[src/rtl/sbsr_defs.vh]
// Constants for the status byte and service request block
`ifndef SBSR_DEFS_VH
`define SBSR_DEFS_VH
`define SBSR_BIT_MEAS      0
`define SBSR_BIT_UNUSED    1
`define SBSR_BIT_ERRQ      2
`define SBSR_BIT_QUES      3
`define SBSR_BIT_RESP      4
`define SBSR_BIT_STD       5
`define SBSR_BIT_RQS       6
`define SBSR_BIT_OPER      7
`define SBSR_SUM_MASK      8'hbd
`define SBSR_MASK_RESET    8'h00
`define SBSR_SEL_STB       2'h0
`define SBSR_SEL_MASK      2'h1
`define SBSR_SEL_POLL      2'h2
`endif

[src/rtl/sbsr_summary.v]
// Status byte summary bits and master summary combiner
`timescale 1ns/1ps
`include "sbsr_defs.vh"
module sbsr_summary (
    // Summary inputs
    input  wire       meas_summary_i,
    input  wire       error_queue_nonempty_i,
    input  wire       questionable_summary_i,
    input  wire       response_pending_i,
    input  wire       standard_event_summary_i,
    input  wire       operation_summary_i,
    // Enable mask
    input  wire [7:0] mask_i,
    // Results
    output wire [7:0] summary_o,
    output wire       master_o
);
    // Bit 1 and bit 6 are zero here; bit 6 is added by the caller
    assign summary_o = {operation_summary_i,
                        1'b0,
                        standard_event_summary_i,
                        response_pending_i,
                        questionable_summary_i,
                        error_queue_nonempty_i,
                        1'b0,
                        meas_summary_i};
    assign master_o = |(summary_o & mask_i & `SBSR_SUM_MASK);
endmodule // sbsr_summary

[src/rtl/sbsr_read_mux.v]
// Read value selection and binary-weight formatting
`timescale 1ns/1ps
`include "sbsr_defs.vh"
module sbsr_read_mux (
    // Sources
    input  wire [7:0] summary_i,
    input  wire       master_i,
    input  wire       rqs_i,
    input  wire [7:0] mask_i,
    // Select
    input  wire [1:0] sel_i,
    // Result
    output reg  [15:0] value_o
);
    always @* begin
        case (sel_i)
            `SBSR_SEL_STB:  value_o = {8'h00, summary_i | {1'b0, master_i, 6'h00}};
            `SBSR_SEL_MASK: value_o = {8'h00, mask_i};
            `SBSR_SEL_POLL: value_o = {8'h00, summary_i | {1'b0, rqs_i, 6'h00}};
            default:        value_o = 16'h0000;
        endcase
    end
endmodule // sbsr_read_mux

[src/rtl/sbsr_top.v]
// Status byte, service request mask and request-service logic
`timescale 1ns/1ps
`include "sbsr_defs.vh"
// Notes on behaviour
// - Only the enable mask is writable; status byte is read-only.
// - Write value is a decimal integer; bit n has weight two to n.
// - Queries return register contents as one binary-weighted integer.
// - Requests use two eight-bit registers: status byte and enable mask.
// - Summary bits 0,2,3,4,5,7 follow inputs without latching.
// - Bit 0 is measurement summary; bit 1 always reads zero.
// - Bit 2 set while error queue holds an entry.
// - Bit 3 set while enabled questionable event present.
// - Bit 4 set while an unread response waits in output queue.
// - Bit 5 is standard event summary; bit 7 operation summary.
// - Summary bits ANDed with mask then ORed into bit 6.
// - Rising enabled summary sets request flag and asserts bus request.
// - Finished poll clears flag; pending event may request again.
// - Serial poll leaves master summary alone until all enabled bits clear.
// - Controller polls with enable/disable commands; device returns poll byte.
// - Mask writable 0 to 255 and readable back.
// - Mask clears at power-up and when zero is written.
// - Clear-status and preset commands leave the mask unchanged.
// - At power-up all status bits are zero and queues empty.
module sbsr_top (
    // Clock and reset
    input  wire        clk_i,
    input  wire        rst_i,
    // Summary inputs
    input  wire        meas_summary_i,
    input  wire        error_queue_nonempty_i,
    input  wire        questionable_summary_i,
    input  wire        response_pending_i,
    input  wire        standard_event_summary_i,
    input  wire        operation_summary_i,
    // Command port
    input  wire        mask_write_i,
    input  wire [15:0] mask_data_i,
    input  wire        stb_query_i,
    input  wire        mask_query_i,
    input  wire        clear_status_i,
    input  wire        preset_i,
    // Serial poll
    input  wire        poll_enable_i,
    input  wire        poll_disable_i,
    // Query answer
    output reg  [15:0] query_value_o,
    output reg         query_valid_o,
    // Serial poll answer
    output reg  [7:0]  poll_byte_o,
    output reg         poll_active_o,
    // Request and live status
    output reg         service_request_o,
    output reg  [7:0]  summary_status_byte_o,
    output reg         master_summary_value_o
);
    // Serial poll sequence states
    localparam [1:0] POLL_IDLE = 2'b00;
    localparam [1:0] POLL_OPEN = 2'b01;

    // Stored state
    reg  [7:0]  service_request_mask;
    reg         request_service_flag;
    reg  [7:0]  enabled_prev;
    reg  [1:0]  poll_state;

    // Combinational results
    reg  [1:0]  next_poll_state;
    reg         next_flag;
    reg  [7:0]  next_mask;
    reg  [7:0]  next_poll_byte;
    reg  [1:0]  sel;
    wire [7:0]  summary;
    wire        master;
    wire [15:0] value;
    wire [7:0]  enabled_now;
    wire        enabled_rise;
    wire        polling;
    wire        poll_close;
    wire        any_query;

    // Summary bits that may request service; mask bit 6 never counts
    function [7:0] sbsr_enabled;
        input [7:0] bits;
        input [7:0] mask;
        begin
            sbsr_enabled = bits & mask & `SBSR_SUM_MASK;
        end
    endfunction

    // True when any bit went from zero to one since the last edge
    function sbsr_any_rise;
        input [7:0] now;
        input [7:0] prev;
        begin
            sbsr_any_rise = |(now & ~prev);
        end
    endfunction

    // Status byte with bit 6 taken from the given source
    function [7:0] sbsr_with_b6;
        input [7:0] bits;
        input       b6;
        begin
            sbsr_with_b6 = {bits[7], b6, bits[5:0]};
        end
    endfunction

    // Low byte of the written value; higher weights have no bit to land in
    function [7:0] sbsr_mask_value;
        input [15:0] data;
        begin
            sbsr_mask_value = data[7:0];
        end
    endfunction

    // Request detection and poll bookkeeping
    assign enabled_now  = sbsr_enabled(summary, service_request_mask);
    assign enabled_rise = sbsr_any_rise(enabled_now, enabled_prev);
    assign polling      = (poll_state == POLL_OPEN);
    assign poll_close   = polling & poll_disable_i;
    assign any_query    = stb_query_i | mask_query_i;

    sbsr_summary u_summary (
        .meas_summary_i           (meas_summary_i),
        .error_queue_nonempty_i   (error_queue_nonempty_i),
        .questionable_summary_i   (questionable_summary_i),
        .response_pending_i       (response_pending_i),
        .standard_event_summary_i (standard_event_summary_i),
        .operation_summary_i      (operation_summary_i),
        .mask_i                   (service_request_mask),
        .summary_o                (summary),
        .master_o                 (master)
    );

    sbsr_read_mux u_mux (
        .summary_i (summary),
        .master_i  (master),
        .rqs_i     (request_service_flag),
        .mask_i    (service_request_mask),
        .sel_i     (sel),
        .value_o   (value)
    );

    // Mask query first, then status byte query, then poll, so a status byte query sees the live summary
    always @* begin
        if (mask_query_i) begin
            sel = `SBSR_SEL_MASK;
        end else if (stb_query_i) begin
            sel = `SBSR_SEL_STB;
        end else if (poll_enable_i) begin
            sel = `SBSR_SEL_POLL;
        end else begin
            sel = `SBSR_SEL_STB;
        end
    end

    // Next poll state: enable opens, disable closes
    always @* begin
        case (poll_state)
            POLL_IDLE: begin
                if (poll_enable_i) begin
                    next_poll_state = POLL_OPEN;
                end else begin
                    next_poll_state = POLL_IDLE;
                end
            end
            POLL_OPEN: begin
                if (poll_enable_i) begin
                    next_poll_state = POLL_OPEN;
                end else if (poll_disable_i) begin
                    next_poll_state = POLL_IDLE;
                end else begin
                    next_poll_state = POLL_OPEN;
                end
            end
            default: begin
                next_poll_state = POLL_IDLE;
            end
        endcase
    end

    // Poll state register
    always @(posedge clk_i or posedge rst_i) begin
        if (rst_i) begin
            poll_state <= POLL_IDLE;
        end else begin
            poll_state <= next_poll_state;
        end
    end

    // Set wins over the poll clear, so a fresh event is never lost
    always @* begin
        if (enabled_rise) begin
            next_flag = 1'b1;
        end else if (poll_close) begin
            next_flag = 1'b0;
        end else begin
            next_flag = request_service_flag;
        end
    end

    // Request flag and the enabled bits seen at the last edge
    always @(posedge clk_i or posedge rst_i) begin
        if (rst_i) begin
            request_service_flag <= 1'b0;
            enabled_prev         <= 8'h00;
        end else begin
            request_service_flag <= next_flag;
            enabled_prev         <= enabled_now;
        end
    end

    // Next mask: only a write changes it; clear-status and preset have no path
    always @* begin
        if (mask_write_i) begin
            next_mask = sbsr_mask_value(mask_data_i);
        end else begin
            next_mask = service_request_mask;
        end
    end

    always @(posedge clk_i or posedge rst_i) begin
        if (rst_i) begin
            service_request_mask <= `SBSR_MASK_RESET;
        end else begin
            service_request_mask <= next_mask;
        end
    end

    // Query answer
    always @(posedge clk_i or posedge rst_i) begin
        if (rst_i) begin
            query_valid_o <= 1'b0;
        end else begin
            query_valid_o <= any_query;
        end
    end

    always @(posedge clk_i or posedge rst_i) begin
        if (rst_i) begin
            query_value_o <= 16'h0000;
        end else if (any_query) begin
            query_value_o <= value;
        end
    end

    // Poll byte; a coinciding query owns the mux, so build it directly then
    always @* begin
        if (any_query) begin
            next_poll_byte = sbsr_with_b6(summary, request_service_flag);
        end else begin
            next_poll_byte = value[7:0];
        end
    end

    always @(posedge clk_i or posedge rst_i) begin
        if (rst_i) begin
            poll_byte_o <= 8'h00;
        end else if (poll_enable_i) begin
            poll_byte_o <= next_poll_byte;
        end
    end

    // Poll stays active from enable to disable
    always @(posedge clk_i or posedge rst_i) begin
        if (rst_i) begin
            poll_active_o <= 1'b0;
        end else begin
            poll_active_o <= (next_poll_state == POLL_OPEN);
        end
    end

    // Request line follows the flag's next value, so both move together
    always @(posedge clk_i or posedge rst_i) begin
        if (rst_i) begin
            service_request_o <= 1'b0;
        end else begin
            service_request_o <= next_flag;
        end
    end

    // Live status byte; bit 6 is the master summary
    always @(posedge clk_i or posedge rst_i) begin
        if (rst_i) begin
            summary_status_byte_o <= 8'h00;
        end else begin
            summary_status_byte_o <= sbsr_with_b6(summary, master);
        end
    end

    // Serial polls do not reach the master summary
    always @(posedge clk_i or posedge rst_i) begin
        if (rst_i) begin
            master_summary_value_o <= 1'b0;
        end else begin
            master_summary_value_o <= master;
        end
    end
endmodule // sbsr_top

[config.mk]
export PLATFORM = sky130hd
export DESIGN_NAME = sbsr_top
export DESIGN_NICKNAME = d
export VERILOG_FILES = /design/src/rtl/sbsr_summary.v /design/src/rtl/sbsr_read_mux.v /design/src/rtl/sbsr_top.v
export VERILOG_INCLUDE_DIRS = /design/src /design/src/rtl
export SDC_FILE = /design/constraint.sdc
export NUM_CORES = 1
export LEC_CHECK = 0
export ABC_AREA = 1
export BUFFER_PORTS_ARGS = -buffer_cell sky130_fd_sc_hd__buf_2
export CAP_MARGIN = 20
export CORE_ASPECT_RATIO = 0.7
export CORE_MARGIN = 5
export CORE_UTILIZATION = 55
export CTS_BUF_LIST = sky130_fd_sc_hd__clkbuf_16
export CTS_CLUSTER_DIAMETER = 30
export DETAILED_ROUTE_END_ITERATION = 10
export HOLD_SLACK_MARGIN = 0.05
export PLACE_DENSITY = 0.95
export SLEW_MARGIN = 20
export SYNTH_ARGS = -nofsm -noshare
export SYNTH_HDL_FRONTEND = slang
export SYNTH_HIERARCHICAL = 1
export SYNTH_SLANG_ARGS = --single-unit
[constraint.sdc]
create_clock -name clk_i -period 2.99 [get_ports clk_i]
set_input_delay 0.1495 -clock clk_i [delete_from_list [all_inputs] [get_ports clk_i]]
set_output_delay 0.1495 -clock clk_i [all_outputs]
set_load 0.01 [all_outputs]
==> impl_metrics.env <==
export IMPL_routed_wl_um=4760
export IMPL_synth_most_common_cell="nand2_1"
export IMPL_min_path_type="in -> async"
export IMPL_yosysTopAreaCell="dfrtp_1"
export IMPL_grt_overflow=0
export IMPL_h_tree_depth=2
export IMPL_r2r_slack_ns=1.60
export IMPL_synth_top_area_share_pct=55.7
export IMPL_post_place_ws_ns=1.11
export IMPL_worstRegToRegCells=12
export IMPL_fmax_mhz=621
export IMPL_drtIter0Drc=115
export IMPL_synth_edf_count=0
export IMPL_cts_buffers=5
export IMPL_nets=343
export IMPL_fp_dieW_um=85.6
export IMPL_powerDensity_nw_per_um2=585
export IMPL_setup_slack_ns=1.38
export IMPL_cts_setup_buffers=0
export IMPL_clock_latency_ns=0.28
export IMPL_dieArea_um2=5390
export IMPL_leakage_uw=0.00148
export IMPL_route_vias_total=1752
export IMPL_path_max_fanout=33
export IMPL_cts_tree="yes"
export IMPL_yosysSeqAreaShare_pct=55.7
export IMPL_ys_seq_elements=49
export IMPL_timing_final_hold_violations=5
export IMPL_dp_hpwl_um=3380
export IMPL_syn_cell_area_um2=2200
export IMPL_synthTopCellsByArea="dfrtp_1 (56%), nand2_1 (19%), buf_4 (6.5%), inv_1 (5.5%), mux2_2 (4.1%)"
export IMPL_wl_per_cell_um=13.0
export IMPL_num_antenna_cells=0
export IMPL_avgSynthCellArea_um2=8.50
export IMPL_coreArea_um2=3900
export IMPL_critPathCapture="poll_byte_o[6]"
export IMPL_grt_pass1_vias=1728
export IMPL_track_usage_pct=19.0
export IMPL_grt_setup_unrepaired="no"
export IMPL_r2r_end="poll_byte_o[6]"
export IMPL_peakVddDrop_uv=383
export IMPL_start_util_pct=56.5
export IMPL_power_uw=1520
export IMPL_row_count=19
export IMPL_area_delta_synth_final_pct=17.9
export IMPL_critPathKind="in -> reg"
export IMPL_start_kind="primary input"
export IMPL_die_y_um=62.9
export IMPL_drt_pass1_iter_count=4
export IMPL_tightest_slew_ns=0.825
export IMPL_setup_viol=0
export IMPL_drive_above_1_share_pct=24.3
export IMPL_clock_path_buffers=2
export IMPL_routed_via_density=4.80
export IMPL_arrival_ns=1.79
export IMPL_ioPinCount=67
export IMPL_drc=0
export IMPL_startpoint="mask_query_i"
export IMPL_ys_types=14
export IMPL_cp_required_ns=3.17
export IMPL_root_buffer="clkbuf_16"
export IMPL_cts_num_sinks=49
export IMPL_clkTransAtPathRegs_ns=0.06
export IMPL_fin_worst_skew_ns=0.00314
export IMPL_grt_pass1_wl_um=8040
export IMPL_holdWs_ns=-0.00321
export IMPL_crit_reg2reg_launch="service_request_mask[0]"
export IMPL_finalCriticalPeriod_ns=1.61
export IMPL_drv_cap=0
export IMPL_violations="hold timing"
export IMPL_async_flop_share_pct=100
export IMPL_fillers=346
export IMPL_portBuffers=56
export IMPL_antenna_found_initial=0
export IMPL_timing_slew_headroom_pct=45.0
export IMPL_ant_nets=0
export IMPL_yosys_warnings=6
export IMPL_status="finished, violations left"
export IMPL_globalplace_congestion=0.848
export IMPL_tns_ns=0
export IMPL_synthCells=259
export IMPL_fin_crit_sh_pct=53.8
export IMPL_ys_flop_type="dfrtp_1"
export IMPL_synthTopCellsByCount="nand2_1 (112), dfrtp_1 (49), inv_1 (32), buf_4 (19), nand3_1 (14)"
export IMPL_drv_slew=0
export IMPL_cp_end_kind="register"
export IMPL_grt_max_degree=50
[metal layers]
layer | vias up | wire (um) | track usage, %
met4 | 0 | 87 | 6.52
met1 | 828 | 1930 | 23.5
met5 | - | 0 | 0
li1 | 857 | - | -
met3 | 10 | 322 | 4.61
met2 | 57 | 2420 | 32.4
[area by class of cell]
type,instances,area (um^2),share of cell area [%]
sequential,49,1230,47.3
inverter,35,133,5.11
clock inverter,3,12.5,0.482
clock buffer,5,125,4.82
multi-input combinational,160,704,27.2
tap,52,65.1,2.51
timing repair buffer,61,328,12.6
[worst max-delay path, stage by stage]
cell and delay [ns]:
buf_2 0.13, nor2_4 0.09, buf_4 0.30, inv_2 0.22, nor2_1 0.29, inv_1 0.07, nand2_1 0.06, nand3_1 0.08
nand2_1 0.07, nand2_1 0.05, inv_1 0.06, nand2_1 0.06, nand3_1 0.10, nand2_1 0.06
[worst min-delay path by stage]
stage                                     to  slack, ns  depth (start not counted)
floorplan                      poll_state[0]       0.26                          1
global placement    summary_status_byte_o[5]       0.32                          1
detailed placement  summary_status_byte_o[5]       0.33                          1
CTS                 summary_status_byte_o[3]       0.06                          1
global route        summary_status_byte_o[4]       0.06                          1
finish                     query_value_o[10]     -0.003                          2
[cells by family (layout without fill, tap and decap cells)]
family / after synthesis / in the layout / share of synthesized area [%]
other cells: 2 / 10 / 0.341
mux: 8 / 8 / 4.09
buf+inv: 58 / 104 / 13.6
simple gates: 133 / 133 / 24.2
compound gates: 9 / 9 / 2.05
flops: 49 / 49 / 55.7
[cells in the final DEF, fill, tap and decap left out]
cell / Yosys / layout
buf_2: 3 / 56
buf_4: 19 / 1
clkbuf_16: 0 / 5
clkinv_1: 1 / 3
clkinv_2: 0 / 2
conb_1: 2 / 10
dfrtp_1: 49 / 49
dlygate4sd3_1: 0 / 4
inv_1: 32 / 31
inv_2: 2 / 2
mux2_2: 8 / 8
nand2_1: 112 / 112
nand3_1: 14 / 14
nor2_1: 5 / 5
nor2_4: 2 / 2
o21ai_0: 9 / 9
[power breakdown]
group	internal, uW	switching [uW]	total, uW
Sequential	724	35.4	759
Combinational	90.2	143	233
Clock	302	223	525
Total	1120	401	1520
[state kept, by name, indices dropped and copies added, names as in the netlist]
signal and cells:
query_value_o 16, poll_state 1, summary_status_byte_o 7, master_summary_value_o 1, enabled_prev 6, poll_byte_o 8, service_request_mask 8, service_request_o 1
query_valid_o 1
[repair_timing]
action / in CTS / in global routing
hold buffers: 4 / 0
endpoints found under the hold margin: 4 / 0
gates resized for setup: 0 / 0
setup endpoints to repair: 0 / 0
[metrics by stage]
stage / cells / utilization [%] / hold slack, ns / cell area [um^2]
2_1_floorplan: 267 / - / 0.257 / 2230
3_3_place_gp: 353 / 61.9 / 0.323 / 2410
3_5_place_dp: 353 / 61.9 / 0.327 / 2410
4_1_cts: 365 / 66.5 / 0.0572 / 2590
5_1_grt: 365 / 66.5 / 0.0625 / 2590
6_report: 365 / 66.5 / -0.00321 / 2590
(Power assumes the default switching activity.)
